File: config.mk
export PLATFORM = sky130hd
export DESIGN_NAME = pab_master
export DESIGN_NICKNAME = d
export VERILOG_FILES = /design/src/hw/pab_pkg.sv /design/src/hw/pab_master.sv
export SDC_FILE = /design/constraint.sdc
export NUM_CORES = 1
export LEC_CHECK = 0
export BUFFER_PORTS_ARGS = -buffer_cell sky130_fd_sc_hd__buf_2
export CAP_MARGIN = 5
export CORE_MARGIN = 2
export CORE_UTILIZATION = 40
export DETAILED_ROUTE_END_ITERATION = 10
export HOLD_SLACK_MARGIN = 0.12
export SLEW_MARGIN = 0
export SYNTH_ARGS = -nofsm -noshare
export SYNTH_HDL_FRONTEND = slang
export SYNTH_SLANG_ARGS = --single-unit
File: constraint.sdc
create_clock -name CLOCK -period 12.93 [get_ports CLOCK]
set_clock_uncertainty 0.15 [all_clocks]
set_input_delay 1.293 -clock CLOCK [delete_from_list [all_inputs] [get_ports CLOCK]]
set_output_delay 1.293 -clock CLOCK [all_outputs]
set_load 0.05 [all_outputs]
File: src/hw/pab_pkg.sv
/*
  Package for the serial PCM audio bus master: register map, field
  positions, reset values, bus rates and frame shapes.
  Assumes a 10 MHz system clock and an Avalon-MM register slave.
*/
// Operation
// - Device is bus master and drives both bit clock and frame sync.
// - Four lines: bit clock out, frame sync out, data out, data in.
// - Samples on both data lines are linear two's complement, never companded.
// - Voiceband mode runs a 520 kHz bit clock and 8 kHz frame sync.
// - Voiceband word is 16 bits: 13 sample bits then 3 zero bits.
// - Voiceband data in both directions starts after frame sync falls.
// - Voiceband sync is high one bit period, then 16 data bit periods.
// - After 16 bits both data lines idle until the next 125 us sync.
// - Data line drivers should go high impedance in the idle part.
// - Stereo modes use 705 kHz to 1.4 MHz clock, 22.05-44.1 kHz sync.
// - In stereo modes the frame sync lasts one whole 16-bit word.
// - Stereo modes send 16-bit samples out and ignore data in.
// - Ring tone values 6 to 9 pick mono voiceband timing; 7 is default.
// - Values 12-38 and 40-46 pick stereo low: 705 kHz, about 22 kHz.
// - Values 48 and 49 pick stereo mid: 1024 kHz clock, 32 kHz sync.
// - Values 10, 11, 39, 47 pick stereo high: 1.4 MHz, 44.1 kHz.
// - While the analog path is used all bus lines are tri-stated.
// - Digital path runs only after the path switch is written with 1.
// - Gain settings have no effect on the serial audio data.
// - Power-up is basic mode; advanced mode only by explicit configuration.
package pab_pkg;
  // ----------------------------------------------------------------
  // Register map (byte addresses)
  // ----------------------------------------------------------------
  localparam logic [4:0] OFS_CTRL = 5'h00;
  localparam logic [4:0] OFS_RTSEL = 5'h04;
  localparam logic [4:0] OFS_TXDATA = 5'h08;
  localparam logic [4:0] OFS_RXDATA = 5'h0C;
  localparam logic [4:0] OFS_STATUS = 5'h10;
  localparam logic [4:0] OFS_GAIN = 5'h14;
  // Field positions and reset values
  localparam int CTRL_DIG_BIT = 0;
  localparam int CTRL_ADV_BIT = 1;
  localparam int STAT_MODE_LSB = 0;
  localparam int STAT_ACT_BIT = 2;
  localparam int STAT_FCNT_LSB = 8;
  localparam logic [5:0] RTSEL_RESET = 6'h07;
  localparam logic [15:0] GAIN_RESET = 16'h0343;
  // ----------------------------------------------------------------
  // Rates and frame shapes
  // ----------------------------------------------------------------
  localparam int unsigned CLK_HZ = 10000000;
  localparam int unsigned VB_BCLK_HZ = 520000;
  localparam int unsigned VB_FS_HZ = 8000;
  localparam int unsigned STL_BCLK_HZ = 705000;
  localparam int unsigned STM_BCLK_HZ = 1024000;
  localparam int unsigned STH_BCLK_HZ = 1400000;
  localparam int unsigned VB_FRAME_BITS = VB_BCLK_HZ / VB_FS_HZ;
  localparam int unsigned ST_FRAME_BITS = 32;
  localparam int unsigned WORD_BITS = 16;
  localparam int unsigned VB_SAMPLE_BITS = 13;
  localparam int unsigned VB_PAD_BITS = WORD_BITS - VB_SAMPLE_BITS;
  localparam logic [6:0] BIT_IDLE = 7'h7F;
  // Audio modes, picked from the ring tone selection
  typedef enum logic [1:0] {MODE_VOICE, MODE_ST_LOW, MODE_ST_MID, MODE_ST_HIGH} pab_mode_t;
endpackage

File: src/hw/pab_master.sv
/*
  PCM audio bus master: Avalon-MM register slave, bit clock generator,
  frame sync and serial shifters for voiceband and stereo ring tones.
  Assumes one 10 MHz clock; the data-in pin is asynchronous and is
  synchronised here. Pins are split into value and output enable.
*/
// Decided for this implementation: register access over Avalon-MM and the register addresses.
`timescale 1ns/10ps
`default_nettype none
module pab_master
  import pab_pkg::*;
(
  input wire logic CLOCK,
  input wire logic NRST,
  input wire logic [4:0] AVS_ADDRESS,
  input wire logic AVS_READ,
  input wire logic AVS_WRITE,
  input wire logic [31:0] AVS_WRITEDATA,
  input wire logic [3:0] AVS_BYTEENABLE,
  output logic [31:0] AVS_READDATA,
  output logic AVS_WAITREQUEST,
  output logic BCLK_OUT,
  output logic BCLK_OE,
  output logic FRAME_SYNC_OUT,
  output logic FRAME_SYNC_OE,
  output logic DOUT,
  output logic DOUT_OE,
  input wire logic DIN
);

  // ----------------------------------------------------------------
  // State
  // ----------------------------------------------------------------
  typedef struct packed {
    logic waitreq;
    logic [31:0] rdata;
    logic dig;
    logic adv;
    logic [5:0] rtsel;
    logic [31:0] txdata;
    logic [15:0] gain;
    logic [12:0] rxdata;
    logic [7:0] fcnt;
    pab_mode_t mode;
    logic [24:0] acc;
    logic bclk;
    logic [6:0] bitcnt;
    logic [31:0] txsh;
    logic [15:0] rxsh;
    logic fs;
    logic dout;
    logic dout_oe;
    logic pins_oe;
    logic din1;
    logic din2;
    logic din3;
    logic din_lvl;
  } pab_state_t;

  pab_state_t s;
  pab_state_t next_s;

  // ----------------------------------------------------------------
  // Helpers
  // ----------------------------------------------------------------
  // Ring tone value to bus mode; unlisted values fall back to voiceband
  function automatic pab_mode_t decode_mode(input logic [5:0] rt);
    int v;
    v = int'(rt);
    if ((v >= 12 && v <= 38) || (v >= 40 && v <= 46)) begin
      decode_mode = MODE_ST_LOW;
    end else if (v == 48 || v == 49) begin
      decode_mode = MODE_ST_MID;
    end else if (v == 10 || v == 11 || v == 39 || v == 47) begin
      decode_mode = MODE_ST_HIGH;
    end else begin
      decode_mode = MODE_VOICE;
    end
  endfunction

  // Phase step per clock: two toggles per bit clock period
  function automatic logic [24:0] bclk_step(input pab_mode_t m);
    unique case (m)
      MODE_VOICE: bclk_step = 25'(2 * VB_BCLK_HZ);
      MODE_ST_LOW: bclk_step = 25'(2 * STL_BCLK_HZ);
      MODE_ST_MID: bclk_step = 25'(2 * STM_BCLK_HZ);
      MODE_ST_HIGH: bclk_step = 25'(2 * STH_BCLK_HZ);
    endcase
  endfunction

  // Byte lane merge for register writes
  function automatic logic [31:0] merge(input logic [31:0] old, input logic [31:0] wd,
                                        input logic [3:0] be);
    merge = old;
    for (int i = 0; i < 4; i++) begin
      if (be[i]) begin
        merge[8*i +: 8] = wd[8*i +: 8];
      end
    end
  endfunction

  // Word placed in the transmit shifter at frame start
  function automatic logic [31:0] frame_word(input pab_mode_t m, input logic [31:0] tx);
    if (m == MODE_VOICE) begin
      frame_word = {tx[VB_SAMPLE_BITS-1:0], {VB_PAD_BITS{1'b0}}, 16'h0000};
    end else begin
      frame_word = {tx[15:0], tx[31:16]};
    end
  endfunction

  logic [31:0] stat_word;
  logic [31:0] rd_word;
  logic tog;
  logic rise;
  logic fall;
  logic [6:0] last_bit;
  logic [6:0] nb;
  logic [24:0] acc_sum;
  logic [31:0] word;
  logic [15:0] rx_next;
  logic [31:0] gain_word;

  // ----------------------------------------------------------------
  // Next state
  // ----------------------------------------------------------------
  always_comb begin
    next_s = s;
    stat_word = 32'h0000_0000;
    stat_word[STAT_MODE_LSB +: 2] = s.mode;
    stat_word[STAT_ACT_BIT] = s.dig;
    stat_word[STAT_FCNT_LSB +: 8] = s.fcnt;
    // Gain merged as a full word so byte lanes line up, then trimmed
    gain_word = merge({16'h0, s.gain}, AVS_WRITEDATA, AVS_BYTEENABLE);
    rd_word = 32'h0000_0000;
    unique case (AVS_ADDRESS)
      OFS_CTRL: rd_word = {30'h0, s.adv, s.dig};
      OFS_RTSEL: rd_word = {26'h0, s.rtsel};
      OFS_TXDATA: rd_word = s.txdata;
      OFS_RXDATA: rd_word = {{19{s.rxdata[12]}}, s.rxdata};
      OFS_STATUS: rd_word = stat_word;
      OFS_GAIN: rd_word = {16'h0, s.gain};
      default: rd_word = 32'h0000_0000;
    endcase

    // One wait cycle, then the answer for one cycle; unmapped reads give 0
    next_s.waitreq = 1'b1;
    if ((AVS_READ || AVS_WRITE) && s.waitreq) begin
      next_s.waitreq = 1'b0;
      next_s.rdata = rd_word;
    end
    // Writes land at the edge where waitrequest is seen low
    if (AVS_WRITE && !s.waitreq) begin
      unique case (AVS_ADDRESS)
        OFS_CTRL: begin
          if (AVS_BYTEENABLE[0]) begin
            next_s.dig = AVS_WRITEDATA[CTRL_DIG_BIT];
            next_s.adv = AVS_WRITEDATA[CTRL_ADV_BIT];
          end
        end
        OFS_RTSEL: begin
          if (AVS_BYTEENABLE[0]) begin
            next_s.rtsel = AVS_WRITEDATA[5:0];
          end
        end
        OFS_TXDATA: next_s.txdata = merge(s.txdata, AVS_WRITEDATA, AVS_BYTEENABLE);
        OFS_GAIN: next_s.gain = gain_word[15:0];
        default: next_s.gain = s.gain;
      endcase
    end

    // Data-in pin: three flops, level taken when the last two agree
    next_s.din1 = DIN;
    next_s.din2 = s.din1;
    next_s.din3 = s.din2;
    if (s.din2 == s.din3) begin
      next_s.din_lvl = s.din3;
    end

    // Fractional divider: average rate exact, edges jitter by one clock
    acc_sum = s.acc + bclk_step(s.mode);
    tog = (acc_sum >= 25'(CLK_HZ));
    rise = tog && !s.bclk;
    fall = tog && s.bclk;
    last_bit = (s.mode == MODE_VOICE) ? 7'(VB_FRAME_BITS - 1) : 7'(ST_FRAME_BITS - 1);
    nb = (s.bitcnt >= last_bit) ? 7'h00 : 7'(s.bitcnt + 7'h01);
    word = 32'h0000_0000;
    rx_next = {s.rxsh[14:0], s.din_lvl};

    if (!s.dig) begin
      next_s.acc = 25'h0;
      next_s.bclk = 1'b0;
      next_s.bitcnt = BIT_IDLE;
      next_s.fs = 1'b0;
      next_s.dout = 1'b0;
      next_s.dout_oe = 1'b0;
      next_s.pins_oe = 1'b0;
      next_s.mode = decode_mode(s.rtsel);
    end else begin
      next_s.pins_oe = 1'b1;
      next_s.acc = tog ? 25'(acc_sum - 25'(CLK_HZ)) : acc_sum;
      next_s.bclk = s.bclk ^ tog;
      if (rise) begin
        next_s.bitcnt = nb;
        if (nb == 7'h00) begin
          next_s.mode = decode_mode(s.rtsel);
          next_s.fcnt = s.fcnt + 8'h01;
          word = frame_word(next_s.mode, s.txdata);
        end
        if (next_s.mode == MODE_VOICE) begin
          next_s.fs = (nb == 7'h00);
          next_s.dout_oe = (nb >= 7'h01) && (nb <= 7'(WORD_BITS));
          if (nb == 7'h00) begin
            next_s.txsh = word;
            next_s.dout = 1'b0;
          end else begin
            next_s.dout = s.txsh[31];
            next_s.txsh = {s.txsh[30:0], 1'b0};
          end
        end else begin
          next_s.fs = (nb < 7'(WORD_BITS));
          next_s.dout_oe = 1'b1;
          if (nb == 7'h00) begin
            next_s.dout = word[31];
            next_s.txsh = {word[30:0], 1'b0};
          end else begin
            next_s.dout = s.txsh[31];
            next_s.txsh = {s.txsh[30:0], 1'b0};
          end
        end
      end
      if (fall && s.mode == MODE_VOICE && s.bitcnt >= 7'h01 && s.bitcnt <= 7'(WORD_BITS)) begin
        next_s.rxsh = rx_next;
        if (s.bitcnt == 7'(WORD_BITS)) begin
          next_s.rxdata = rx_next[WORD_BITS-1:VB_PAD_BITS];
        end
      end
    end
  end

  // ----------------------------------------------------------------
  // Registers
  // ----------------------------------------------------------------
  always_ff @(posedge CLOCK or negedge NRST) begin
    if (!NRST) begin
      s <= '{waitreq: 1'b1, rdata: 32'h0, dig: 1'b0, adv: 1'b0, rtsel: RTSEL_RESET,
             txdata: 32'h0, gain: GAIN_RESET, rxdata: 13'h0, fcnt: 8'h00, mode: MODE_VOICE,
             acc: 25'h0, bclk: 1'b0, bitcnt: BIT_IDLE, txsh: 32'h0, rxsh: 16'h0, fs: 1'b0,
             dout: 1'b0, dout_oe: 1'b0, pins_oe: 1'b0, din1: 1'b0, din2: 1'b0, din3: 1'b0,
             din_lvl: 1'b0};
    end else begin
      s <= next_s;
    end
  end

  assign AVS_READDATA = s.rdata;
  assign AVS_WAITREQUEST = s.waitreq;
  assign BCLK_OUT = s.bclk;
  assign BCLK_OE = s.pins_oe;
  assign FRAME_SYNC_OUT = s.fs;
  assign FRAME_SYNC_OE = s.pins_oe;
  assign DOUT = s.dout;
  assign DOUT_OE = s.dout_oe;
endmodule
`default_nettype wire

==> results of run 1 <==
==> layout make-up <==
| type | count | area (µm²) | share of cell area, % |
|---|---|---|---|
| Inverter | 24 | 90.09 | 0.7755 |
| Sequential cell | 196 | 4925 | 42.40 |
| Tap cell | 335 | 419.2 | 3.608 |
| Multi-Input combinational cell | 741 | 5105 | 43.95 |
| Clock inverter | 15 | 155.1 | 1.336 |
| Clock buffer | 17 | 425.4 | 3.662 |
| Timing Repair Buffer | 93 | 496.7 | 4.276 |
==> per-stage QoR <==
step                      area [µm²]  setup slack (ns)  power (W)  hold slack (ns)
after floorplan                10610             7.830  0.0009153           0.1812
after global placement         11040             6.511  0.0009935           0.1862
after detailed placement       11040             6.256  0.0009968           0.1895
after CTS                      11620             6.234   0.001528           0.2072
after global routing           11620             5.581   0.001595           0.2196
final                          11620             6.206   0.001511           0.2046
==> state kept, by name (all words and copies together) (netlist names) <==
signal           cells
next_s               2
BCLK_OE              1
DOUT_OE              1
s                  140
DOUT                 1
AVS_WAITREQUEST      1
FRAME_SYNC_OUT       1
BCLK_OUT             1
AVS_READDATA        32
rx_next             16
==> routing by layer <==
| layer | global-route usage, % | vias to the layer above | routed length [µm] | share of wire [%] |
|---|---|---|---|---|
| li1 | - | 3801 | - | - |
| met1 | 25.62 | 3823 | 11860 | 48 |
| met2 | 27.27 | 175 | 11220 | 46 |
| met3 | 3.375 | 24 | 1111 | 4.5 |
| met4 | 5.847 | 0 | 424 | 1.7 |
| met5 | 0 | - | 0 | 0 |
==> Yosys cell counts (all sizes together) (5+ instances only) <==
library cell  instances  area [µm²]
a211oi               11       95.09
a21o                 12       92.59
a21oi                82       410.4
a221oi               10       87.58
a22o                  6       52.55
a31oi                 6       37.54
and2                 12       77.58
and3                 27       168.9
buf                  41       327.8
clkbuf               46       172.7
dfrtp               180        4504
dfstp                16       420.4
ha                   37       462.9
inv                  24       90.09
mux2                 88       991.0
mux2i                28       280.3
nand2               102       382.9
nand2b                7       43.79
nand3                21       105.1
nand4                12       75.07
nand4b                6       67.56
nor2                 62       232.7
nor3                 12       60.06
nor4                  6       43.79
o21a                  5       40.04
o21ai                91       455.4
o31ai                 7       52.55
or3                  10       62.56
or4                   5       37.54
xnor2                18       157.7
xor2                  5       43.79
==> cell families after synthesis <==
logic type	Yosys count	share of synthesized area [%]
buf+inv	112	5.661
flops	196	46.42
xor+xnor	23	1.899
mux	116	11.98
fa+ha+maj	38	4.458
simple gates	299	14.03
compound gates	265	15.54
==> power groups by stage <==
stage / sequential, W / combinational, W / clock, W
2_1_floorplan: 0.000661 / 0.000254 / 0
3_3_place_gp: 0.000665 / 0.000329 / 0
3_5_place_dp: 0.000666 / 0.000331 / 0
4_1_cts: 0.000654 / 0.000333 / 0.000540
5_1_grt: 0.000657 / 0.000374 / 0.000564
6_report: 0.000654 / 0.000335 / 0.000522
==> final timing paths <==
path,startpoint,to,slack [ns]
min,next_s[2],next_s[1],0.20
max in group asynchronous,NRST,s[99],9.89
max,s[89],s[96],6.21
min in group asynchronous,NRST,AVS_READDATA[20],0.67
max reg2reg,s[89],s[96],6.21
min reg2reg,next_s[2],next_s[1],0.20
==> placed cells by master, fill, tap and decap left out, drive strengths merged, types with 7 or more instances in the layout <==
cell type and count:
a211oi 11, a21o 12, a21oi 82, a221oi 10
and2 12, and3 27, buf 92, clkbuf 18
dfrtp 180, dfstp 16, ha 37, inv 32
mux2 88, mux2i 28, nand2 102, nand2b 7
nand3 21, nand4 12, nor2 62, nor3 12
o21ai 91, o31ai 7, or3 10, xnor2 18
==> worst register-to-register path: stages (launching register included) <==
cell and delay (ns):
dfrtp_1 0.50, inv_1 0.17, ha_1 0.24, or2_2 0.32, ha_1 0.34, a21oi_1 0.32, mux2i_1 0.23, and4b_2 0.33
nand4b_4 0.14, a211oi_4 0.32, o31a_2 0.19, and3b_1 0.19, o311a_4 0.41, inv_1 0.30, ha_1 0.64, nand2_2 0.71
nor2_1 0.62, nand4_1 0.24, nor2_1 0.17, xor2_1 0.15
==> impl_metrics.ini, run 1 <==
[run_status]
status = finished clean

[hold_path]
min_path_cells = 0
min_path_type = flip-flop to flip-flop

[die]
die_y_um = 166.9
num_rows = 59
dieArea_mm2 = 0.02784
io_pins = 85
initial_core_util_pct = 40.71
core_mm2 = 0.02606
dieWidth_um = 166.9

[setup_path]
cpMostUsedCell = ha_1
required_ns = 13.15
crit_chain = inv_1 -> ha_1 -> or2_2 -> ha_1 -> a21oi_1 -> mux2i_1 -> and4b_2 -> nand4b_4 -> a211oi_4 -> o31a_2 -> and3b_1 -> o311a_4 -> inv_1 -> ha_1 -> nand2_2 -> nor2_1 -> nand4_1 -> nor2_1 -> xor2_1
worstSetupStartpointType = flip-flop
critical_path_class = flip-flop to flip-flop
end_kind = flip-flop
worstPathArrival_ns = 6.94
crit_path_max_fanout = 64
crit_cells = 19
rr_worst_depth = 19
crit_slowest_cell = nand2_2
max_stage_delay_ns = 0.70
crit_buf_inv = 2
critPathTopFamily = simple AND/OR/NAND/NOR gates

[power_and_ir_drop]
power_frac_comb_pct = 22.2
p_per_area_mw_per_mm2 = 130.0
p_clk_share_pct = 34.5
internal_power_w = 0.001024
peakVddDrop_mv = 0.07024
p_leak_nw = 5.507
seq_power_share_pct = 43.3
swShare_pct = 32.19
p_sw_w = 0.0004863

[sta]
rsz0062_at_grt = no
finalCriticalPeriod_ns = 6.724
slew_headroom_pct = 25.25
maxSlewViolCount = 0
worstMarginPinSlew_ns = 1.121
setup_violations = 0
tns_ns = 0
hold_viol_final = 0
fmax_ghz = 0.1487
finalCritPeriodShare_pct = 52.00

[flow_run]
drv_cap = 0

[cells_and_area]
final_util_pct = 44.58
nets = 1156
drive_above_1_share_pct = 23.48
antennaDiodeCount = 0
syn2layout_area_growth_pct = 9.494
finalNonFillerCells = 1421
nFillCells = 2485

[drt]
wirelength_mm = 24.62
dr.pass1.iters = 5
post_drt_wl_per_cell_um = 17.33
via_count = 7823
via_per_inst = 5.505
drtIter0Drc = 599
ant_nets = 0
drc = 0

[synth]
netlist_instances = 1049
synth_area_mm2 = 0.01061
synthFlopType = dfrtp_1
async_flop_share_pct = 100.0
synth-seq-cells = 196
synth_edf_count = 0
syn_area_per_cell_um2 = 10.11
synth_nets = 1132
synth.distinct_cells = 72
ys_warn_count = 0
seq_area_frac_synth_pct = 46.42

[clock_network]
cts_setup_buffers = 0
cts_tree = yes
insertion_delay_ns = 0.44
cts_hold_buf = 0
clockBufferDepth = 2
clk_root_buffer_cell = clkbuf_16
post_cts_resize_count = 0
path_clk_slew_ns = 0.08
cts.sinks = 196
cts-htree-levels = 4
numCtsBuffers = 17

[place]
place.gp.congestion = 0.8836
placedCellCount = 1389
io_buffers = 84
place.detailed.hpwl_mm = 17.41

[global_routing]
grt_pass1_wl_mm = 40.23
grt_max_degree = 73
grt_overflow = 0
antenna_found_initial = 0
track_usage_pct = 17.87
grt_pass1_vias = 7623
Note: power is estimated with default switching activity, not from simulation.
==> run 2: changes to the inputs <==
--- a/config.mk
+++ b/config.mk
@@ -5,6 +5,7 @@
 export SDC_FILE = /design/constraint.sdc
 export NUM_CORES = 1
 export LEC_CHECK = 0
+export ABC_AREA = 1
 export BUFFER_PORTS_ARGS = -buffer_cell sky130_fd_sc_hd__buf_2
 export CAP_MARGIN = 5
 export CORE_MARGIN = 2
==> constraint.sdc (replaced) <==
create_clock -name CLOCK -period 5.7 [get_ports CLOCK]
set_clock_uncertainty 0.15 [all_clocks]
set_input_delay 0.57 -clock CLOCK [delete_from_list [all_inputs] [get_ports CLOCK]]
set_output_delay 0.57 -clock CLOCK [all_outputs]
set_load 0.05 [all_outputs]
==> run 2 against run 1 <==
Wire length is 22% higher. Cell area up 8.1%. Worst hold slack worse by 0.19 ns. Largest cell class unchanged. Utilization increased by 0.37 points. Synthesized area grew 7.3%. Power rose by 130%. Fmax is 31% higher. Critical path type unchanged. Highest routed layer unchanged. Global-route usage rose by 2.4 points. Setup slack worse by 5.6 ns.
==> impl_metrics.ini, run 2 <==
[synth]
syn_area_per_cell_um2 = 7.358
synth_top_area_share_pct = 39.57
synth-simple-area-share_pct = 29.38
seq_area_frac_synth_pct = 43.26
synthFlopType = dfrtp_1
synthTopCellsByCount = nand2_1 (525), dfrtp_1 (180), inv_1 (145)
netlist_instances = 1547
ys_warn_count = 0
synth_xor_area_share_pct = 1.836
yosysTopAreaCell = dfrtp_1
synthMuxAreaShare_pct = 0.7914
synthMostInstantiatedCell = nand2_1
synth_edf_count = 0
synth_area_mm2 = 0.01138
synth_top_family_by_area = simple AND/OR/NAND/NOR gates
synth_area_leaders = dfrtp_1 (40%), nand2_1 (17%), o21ai_0 (5.5%)
synth_fa_ha_area_share_pct = 4.155
synth_nets = 1630
async_flop_share_pct = 100.0
synth.distinct_cells = 46
synth-seq-cells = 196
synth_compound_area_share_pct = 11.24

[clock_network]
path_clk_slew_ns = 0.08
cts.sinks = 196
cts_setup_buffers = 0
clockBufferDepth = 2
cts-htree-levels = 4
insertion_delay_ns = 0.44
clk_root_buffer_cell = clkbuf_16
numCtsBuffers = 17
cts_tree = yes
cts_hold_buf = 1
post_cts_resize_count = 0

[drt]
via_per_inst = 5.062
drc = 0
drtIter0Drc = 762
via_count = 9983
wirelength_mm = 29.98
post_drt_wl_per_cell_um = 15.20
dr.pass1.iters = 7
ant_nets = 0

[cells_and_area]
final_cell_mix = nand2_1 (525), dfrtp_1 (180), inv_1 (145)
antennaDiodeCount = 0
final_common_cell = nand2_1
regMostFlops = s
final_util_pct = 44.94
syn2layout_area_growth_pct = 10.29
nFillCells = 2934
nets = 1664
multi_input_area_mm2 = 0.005413
regArea_mm2 = 0.004925
drive_above_1_share_pct = 11.10
largest_reg_flops = 140

[sta]
slew_headroom_pct = 22.15
fmax_ghz = 0.1950
rsz0062_at_grt = no
hold_viol_final = 0
finalCritPeriodShare_pct = 89.96
whs_ns = 0.01769
finalCriticalPeriod_ns = 5.128
maxSlewViolCount = 0
setup_violations = 0
worstMarginPinSlew_ns = 1.161
tns_ns = 0

[global_routing]
grt_pass1_wl_mm = 49.50
antenna_found_initial = 0
grt_pass1_vias = 9524
grt_overflow = 0
grt_max_degree = 107
track_usage_pct = 20.31

[place]
io_buffers = 84
place.detailed.hpwl_mm = 21.88
place.gp.congestion = 0.8227

[run_status]
status = finished clean

[die]
io_pins = 85
num_rows = 61
core_mm2 = 0.02793
initial_core_util_pct = 40.75
dieArea_mm2 = 0.02982
dieWidth_um = 172.7
die_y_um = 172.7

[setup_path]
end_kind = flip-flop
critical_path_class = flip-flop to flip-flop
crit_path_max_fanout = 21
worstSetupStartpointType = flip-flop
required_ns = 5.91
worstPathArrival_ns = 5.34

[hold_path]
min_path_type = input port to async pin

[flow_run]
drv_cap = 0

[power_and_ir_drop]
p_leak_nw = 6.703
p_per_area_mw_per_mm2 = 281.0
peakVddDrop_mv = 0.1867
## run 2: metal layers
| layer | global-route usage, % | up-vias | share of wire (%) |
|---|---|---|---|
| met5 | 0 | - | 0 |
| met4 | 4.273 | 0 | 1.3 |
| met3 | 2.617 | 27 | 3.8 |
| met2 | 31.89 | 186 | 45 |
| met1 | 30.08 | 4743 | 50 |
| li1 | - | 5027 | - |
## run 2: layout make-up
| class | instances | share of cell area (%) |
|---|---|---|
| multi-input cells | 1112 | 43.11 |
| well taps | 378 | 3.767 |
| flip-flops and latches | 196 | 39.23 |
| inverters | 152 | 4.545 |
| clock buffers | 18 | 3.418 |
| clock inverters | 14 | 1.415 |
| repair buffers | 102 | 4.515 |
## run 2: stage by stage
stage / worst slack, ns / std cells / cell area [µm²] / total power (W)
2_1_floorplan: 1.280 / 1547 / 11380 / 0.002085
3_3_place_gp: 0.6504 / 1939 / 11940 / 0.002304
3_5_place_dp: 0.6414 / 1939 / 11940 / 0.002302
4_1_cts: 0.6206 / 1972 / 12550 / 0.003552
5_1_grt: 0.1415 / 1972 / 12550 / 0.003733
6_report: 0.5725 / 1972 / 12550 / 0.003527
## run 2: power breakdown
group / switching [W] / internal [W] / leakage [nW]
sequential: 0.0000395 / 0.00144 / 2.61
clock: 0.000610 / 0.000634 / 0.292
combinational: 0.000551 / 0.000250 / 3.80
total: 0.00120 / 0.00233 / 6.70
## run 2: cells by family (layout without fill, tap and decap cells)
| kind of cell | count (synthesis) | in the layout |
|---|---|---|
| AOI/OAI and AO/OA | 231 | 231 |
| and+or+nand+nor | 812 | 812 |
| DFF | 196 | 196 |
| muxes | 8 | 8 |
| adders and majority gates | 38 | 38 |
| xor gates and xnor gates | 23 | 23 |
| buffers and inverters | 239 | 286 |
## run 2: worst paths after layout
| check | from | to | slack [ns] | cells after the start |
|---|---|---|---|---|
| setup / recovery | s[89] | s[97] | 0.57 | 25 |
| hold / removal | NRST | s[83] | 0.02 | 1 |
| setup reg to reg | s[89] | s[97] | 0.57 | 25 |
| min in group CLOCK | next_s[2] | next_s[1] | 0.20 | 0 |
| hold reg to reg | next_s[2] | next_s[1] | 0.20 | 0 |
| max in group asynchronous | NRST | AVS_READDATA[11] | 4.14 | 2 |
## run 2: critical path: stages, from the launching register on
cell and delay (ns):
dfrtp_1 0.45, inv_1 0.18, ha_1 0.25, or2_2 0.31, ha_1 0.30, nand2_1 0.09, nor2_1 0.20, nand3_1 0.16
nand2_1 0.12, nand2_1 0.07, nand3b_1 0.14, nand2_1 0.16, nor2_1 0.30, a21oi_1 0.11, nand2_1 0.11, nand2_2 0.08
nand2_4 0.21, ha_1 0.24, nand2_1 0.14, nor2_1 0.24, nand2_1 0.08, nor2_1 0.11, buf_4 0.17, inv_1 0.26
nor3_1 0.27, xor2_1 0.16
==> run 3: changes to the inputs <==
--- a/config.mk
+++ b/config.mk
@@ -9,10 +9,11 @@
 export BUFFER_PORTS_ARGS = -buffer_cell sky130_fd_sc_hd__buf_2
 export CAP_MARGIN = 5
 export CORE_MARGIN = 2
-export CORE_UTILIZATION = 40
+export CORE_UTILIZATION = 55
 export DETAILED_ROUTE_END_ITERATION = 10
 export HOLD_SLACK_MARGIN = 0.12
-export SLEW_MARGIN = 0
+export PLACE_DENSITY = 0.77
+export SLEW_MARGIN = 10
 export SYNTH_ARGS = -nofsm -noshare
 export SYNTH_HDL_FRONTEND = slang
 export SYNTH_SLANG_ARGS = --single-unit
==> run 3 against run 2 <==
Register-to-register slack improved by 0.06 ns. Wire length shrank 2.4%. Via count increased by 3.0%. Setup slack gained 0.062 ns. Clock-buffer cell count is the same. Sequential power barely moved. Utilization up 16 points. Critical path type unchanged. Critical endpoint is now s[38]. Largest power group unchanged. Highest routed layer unchanged.
==> impl_metrics.ini, run 3 (synthesized netlist as in run 2, its figures left out) <==
[die]
io_pins = 85
dieWidth_um = 147.9
initial_core_util_pct = 56.08
dieArea_mm2 = 0.02186
core_mm2 = 0.02030
num_rows = 52
die_y_um = 147.9

[power_and_ir_drop]
p_clk_share_pct = 35.5
p_sw_w = 0.001209
p_leak_nw = 6.700
swShare_pct = 34.17
internal_power_w = 0.002328
p_per_area_mw_per_mm2 = 284.8
peakVddDrop_mv = 0.1853
power_frac_comb_pct = 22.6
seq_power_share_pct = 41.9

[clock_network]
numCtsBuffers = 17
cts_tree = yes
insertion_delay_ns = 0.44
path_clk_slew_ns = 0.08
cts.sinks = 196
clk_root_buffer_cell = clkbuf_16
clockBufferDepth = 2
cts-htree-levels = 4
cts_setup_buffers = 0

[sta]
slew_headroom_pct = 19.65
hold_viol_final = 0
setup_violations = 0
fmax_ghz = 0.1974
worstMarginPinSlew_ns = 1.198
tns_ns = 0
finalCriticalPeriod_ns = 5.066
maxSlewViolCount = 0
whs_ns = 0.08249
rsz0062_at_grt = no
finalCritPeriodShare_pct = 88.88

[drt]
via_per_inst = 5.520
dr.pass1.iters = 6
wirelength_mm = 29.26
post_drt_wl_per_cell_um = 15.71
drtIter0Drc = 810
via_count = 10280
drc = 0
ant_nets = 0

[place]
placedCellCount = 1828
io_buffers = 84
place.gp.congestion = 0.8843
place.detailed.hpwl_mm = 20.95

[cells_and_area]
drive_above_1_share_pct = 11.06
regMostFlops = s
nets = 1662
antennaDiodeCount = 0
finalNonFillerCells = 1862
final_common_cell = nand2_1
largest_reg_flops = 140
final_cell_mix = nand2_1 (525), dfrtp_1 (180), inv_1 (144)
syn2layout_area_growth_pct = 9.112

[global_routing]
antenna_found_initial = 0
grt_pass1_wl_mm = 48.46
track_usage_pct = 27.48
grt_max_degree = 111
grt_overflow = 0
grt_pass1_vias = 9762

[setup_path]
end_kind = flip-flop
crit_path_max_fanout = 19
worstSetupStartpointType = flip-flop
required_ns = 5.87
critical_path_class = flip-flop to flip-flop
worstPathArrival_ns = 5.23

[hold_path]
min_path_type = input port to async pin

[run_status]
status = finished clean

[flow_run]
drv_cap = 0
-- run 3: worst max-delay path, stage by stage (launching register included) --
cell and delay (ns):
dfrtp_1 0.47, inv_1 0.19, ha_1 0.25, or2_2 0.31
ha_1 0.29, a21oi_1 0.27, o21ai_1 0.14, inv_2 0.07
nand2_1 0.07, nand2_1 0.08, nand2_1 0.05, nand2_1 0.09
nand2_1 0.13, nor2_1 0.23, a21oi_1 0.10, nand2_1 0.13
nand2_4 0.18, nand2_8 0.20, ha_1 0.21, nand2_1 0.10
nor2_1 0.20, nand2_1 0.07, nor2_1 0.11, buf_4 0.20
clkinvlp_2 0.35, o21ai_0 0.20, a21oi_1 0.09
-- run 3: worst paths after layout --
| path | from | endpoint | slack, ns | cells past startpoint |
|---|---|---|---|---|
| hold reg to reg | next_s[2] | next_s[1] | 0.21 | 0 |
| min in group CLOCK | AVS_WRITEDATA[9] | s[121] | 0.20 | 3 |
| max in group asynchronous | NRST | s[122] | 4.12 | 2 |
| setup / recovery | s[89] | s[38] | 0.63 | 26 |
| setup reg to reg | s[89] | s[38] | 0.63 | 26 |
| hold / removal | NRST | s[75] | 0.08 | 1 |
-- run 3: cell type report --
| cell class | instances | area (µm²) |
|---|---|---|
| Timing Repair Buffer | 99 | 544.3 |
| Timing Repair inverter | 1 | 5.005 |
| Tap cell | 270 | 337.8 |
| Multi-Input combinational cell | 1112 | 5426 |
| Fill cell | 1869 | 7879 |
| Sequential cell | 196 | 4925 |
| Clock inverter | 14 | 178.9 |
| Clock buffer | 18 | 429.2 |
| Inverter | 152 | 574.3 |
-- run 3: metrics by stage --
stage	cell area (µm²)	util [%]	setup slack, ns	power, W
2_1_floorplan	11380	-	1.280	0.002085
3_3_place_gp	11780	58.03	0.6645	0.002282
3_5_place_dp	11780	58.03	0.5439	0.002295
4_1_cts	12400	61.08	0.4841	0.003540
5_1_grt	12420	61.19	0.1147	0.003722
6_report	12420	61.19	0.6341	0.003537
-- run 3: repair_timing --
action,in CTS,in global routing
endpoints found under the hold margin,1,0
endpoints found under the setup margin,0,17
resized for setup,0,3
hold buffers,1,0
-- run 3: layer usage --
layer  vias to the layer above  GRT usage, %  wire, µm
met5                         -             0         0
met4                         0         7.524       452
met3                        43         3.981      1557
met2                       321         44.28     13550
met1                      4888         39.16     13700
li1                       5027             -         -
-- run 3: power groups by stage --
stage,registers (W),logic [W],clock network (W)
CTS,0.00148,0.000792,0.00127
global placement,0.00151,0.000777,0
global route,0.00149,0.000913,0.00132
finish,0.00148,0.000799,0.00126
detailed placement,0.00151,0.000787,0
floorplan,0.00150,0.000587,0
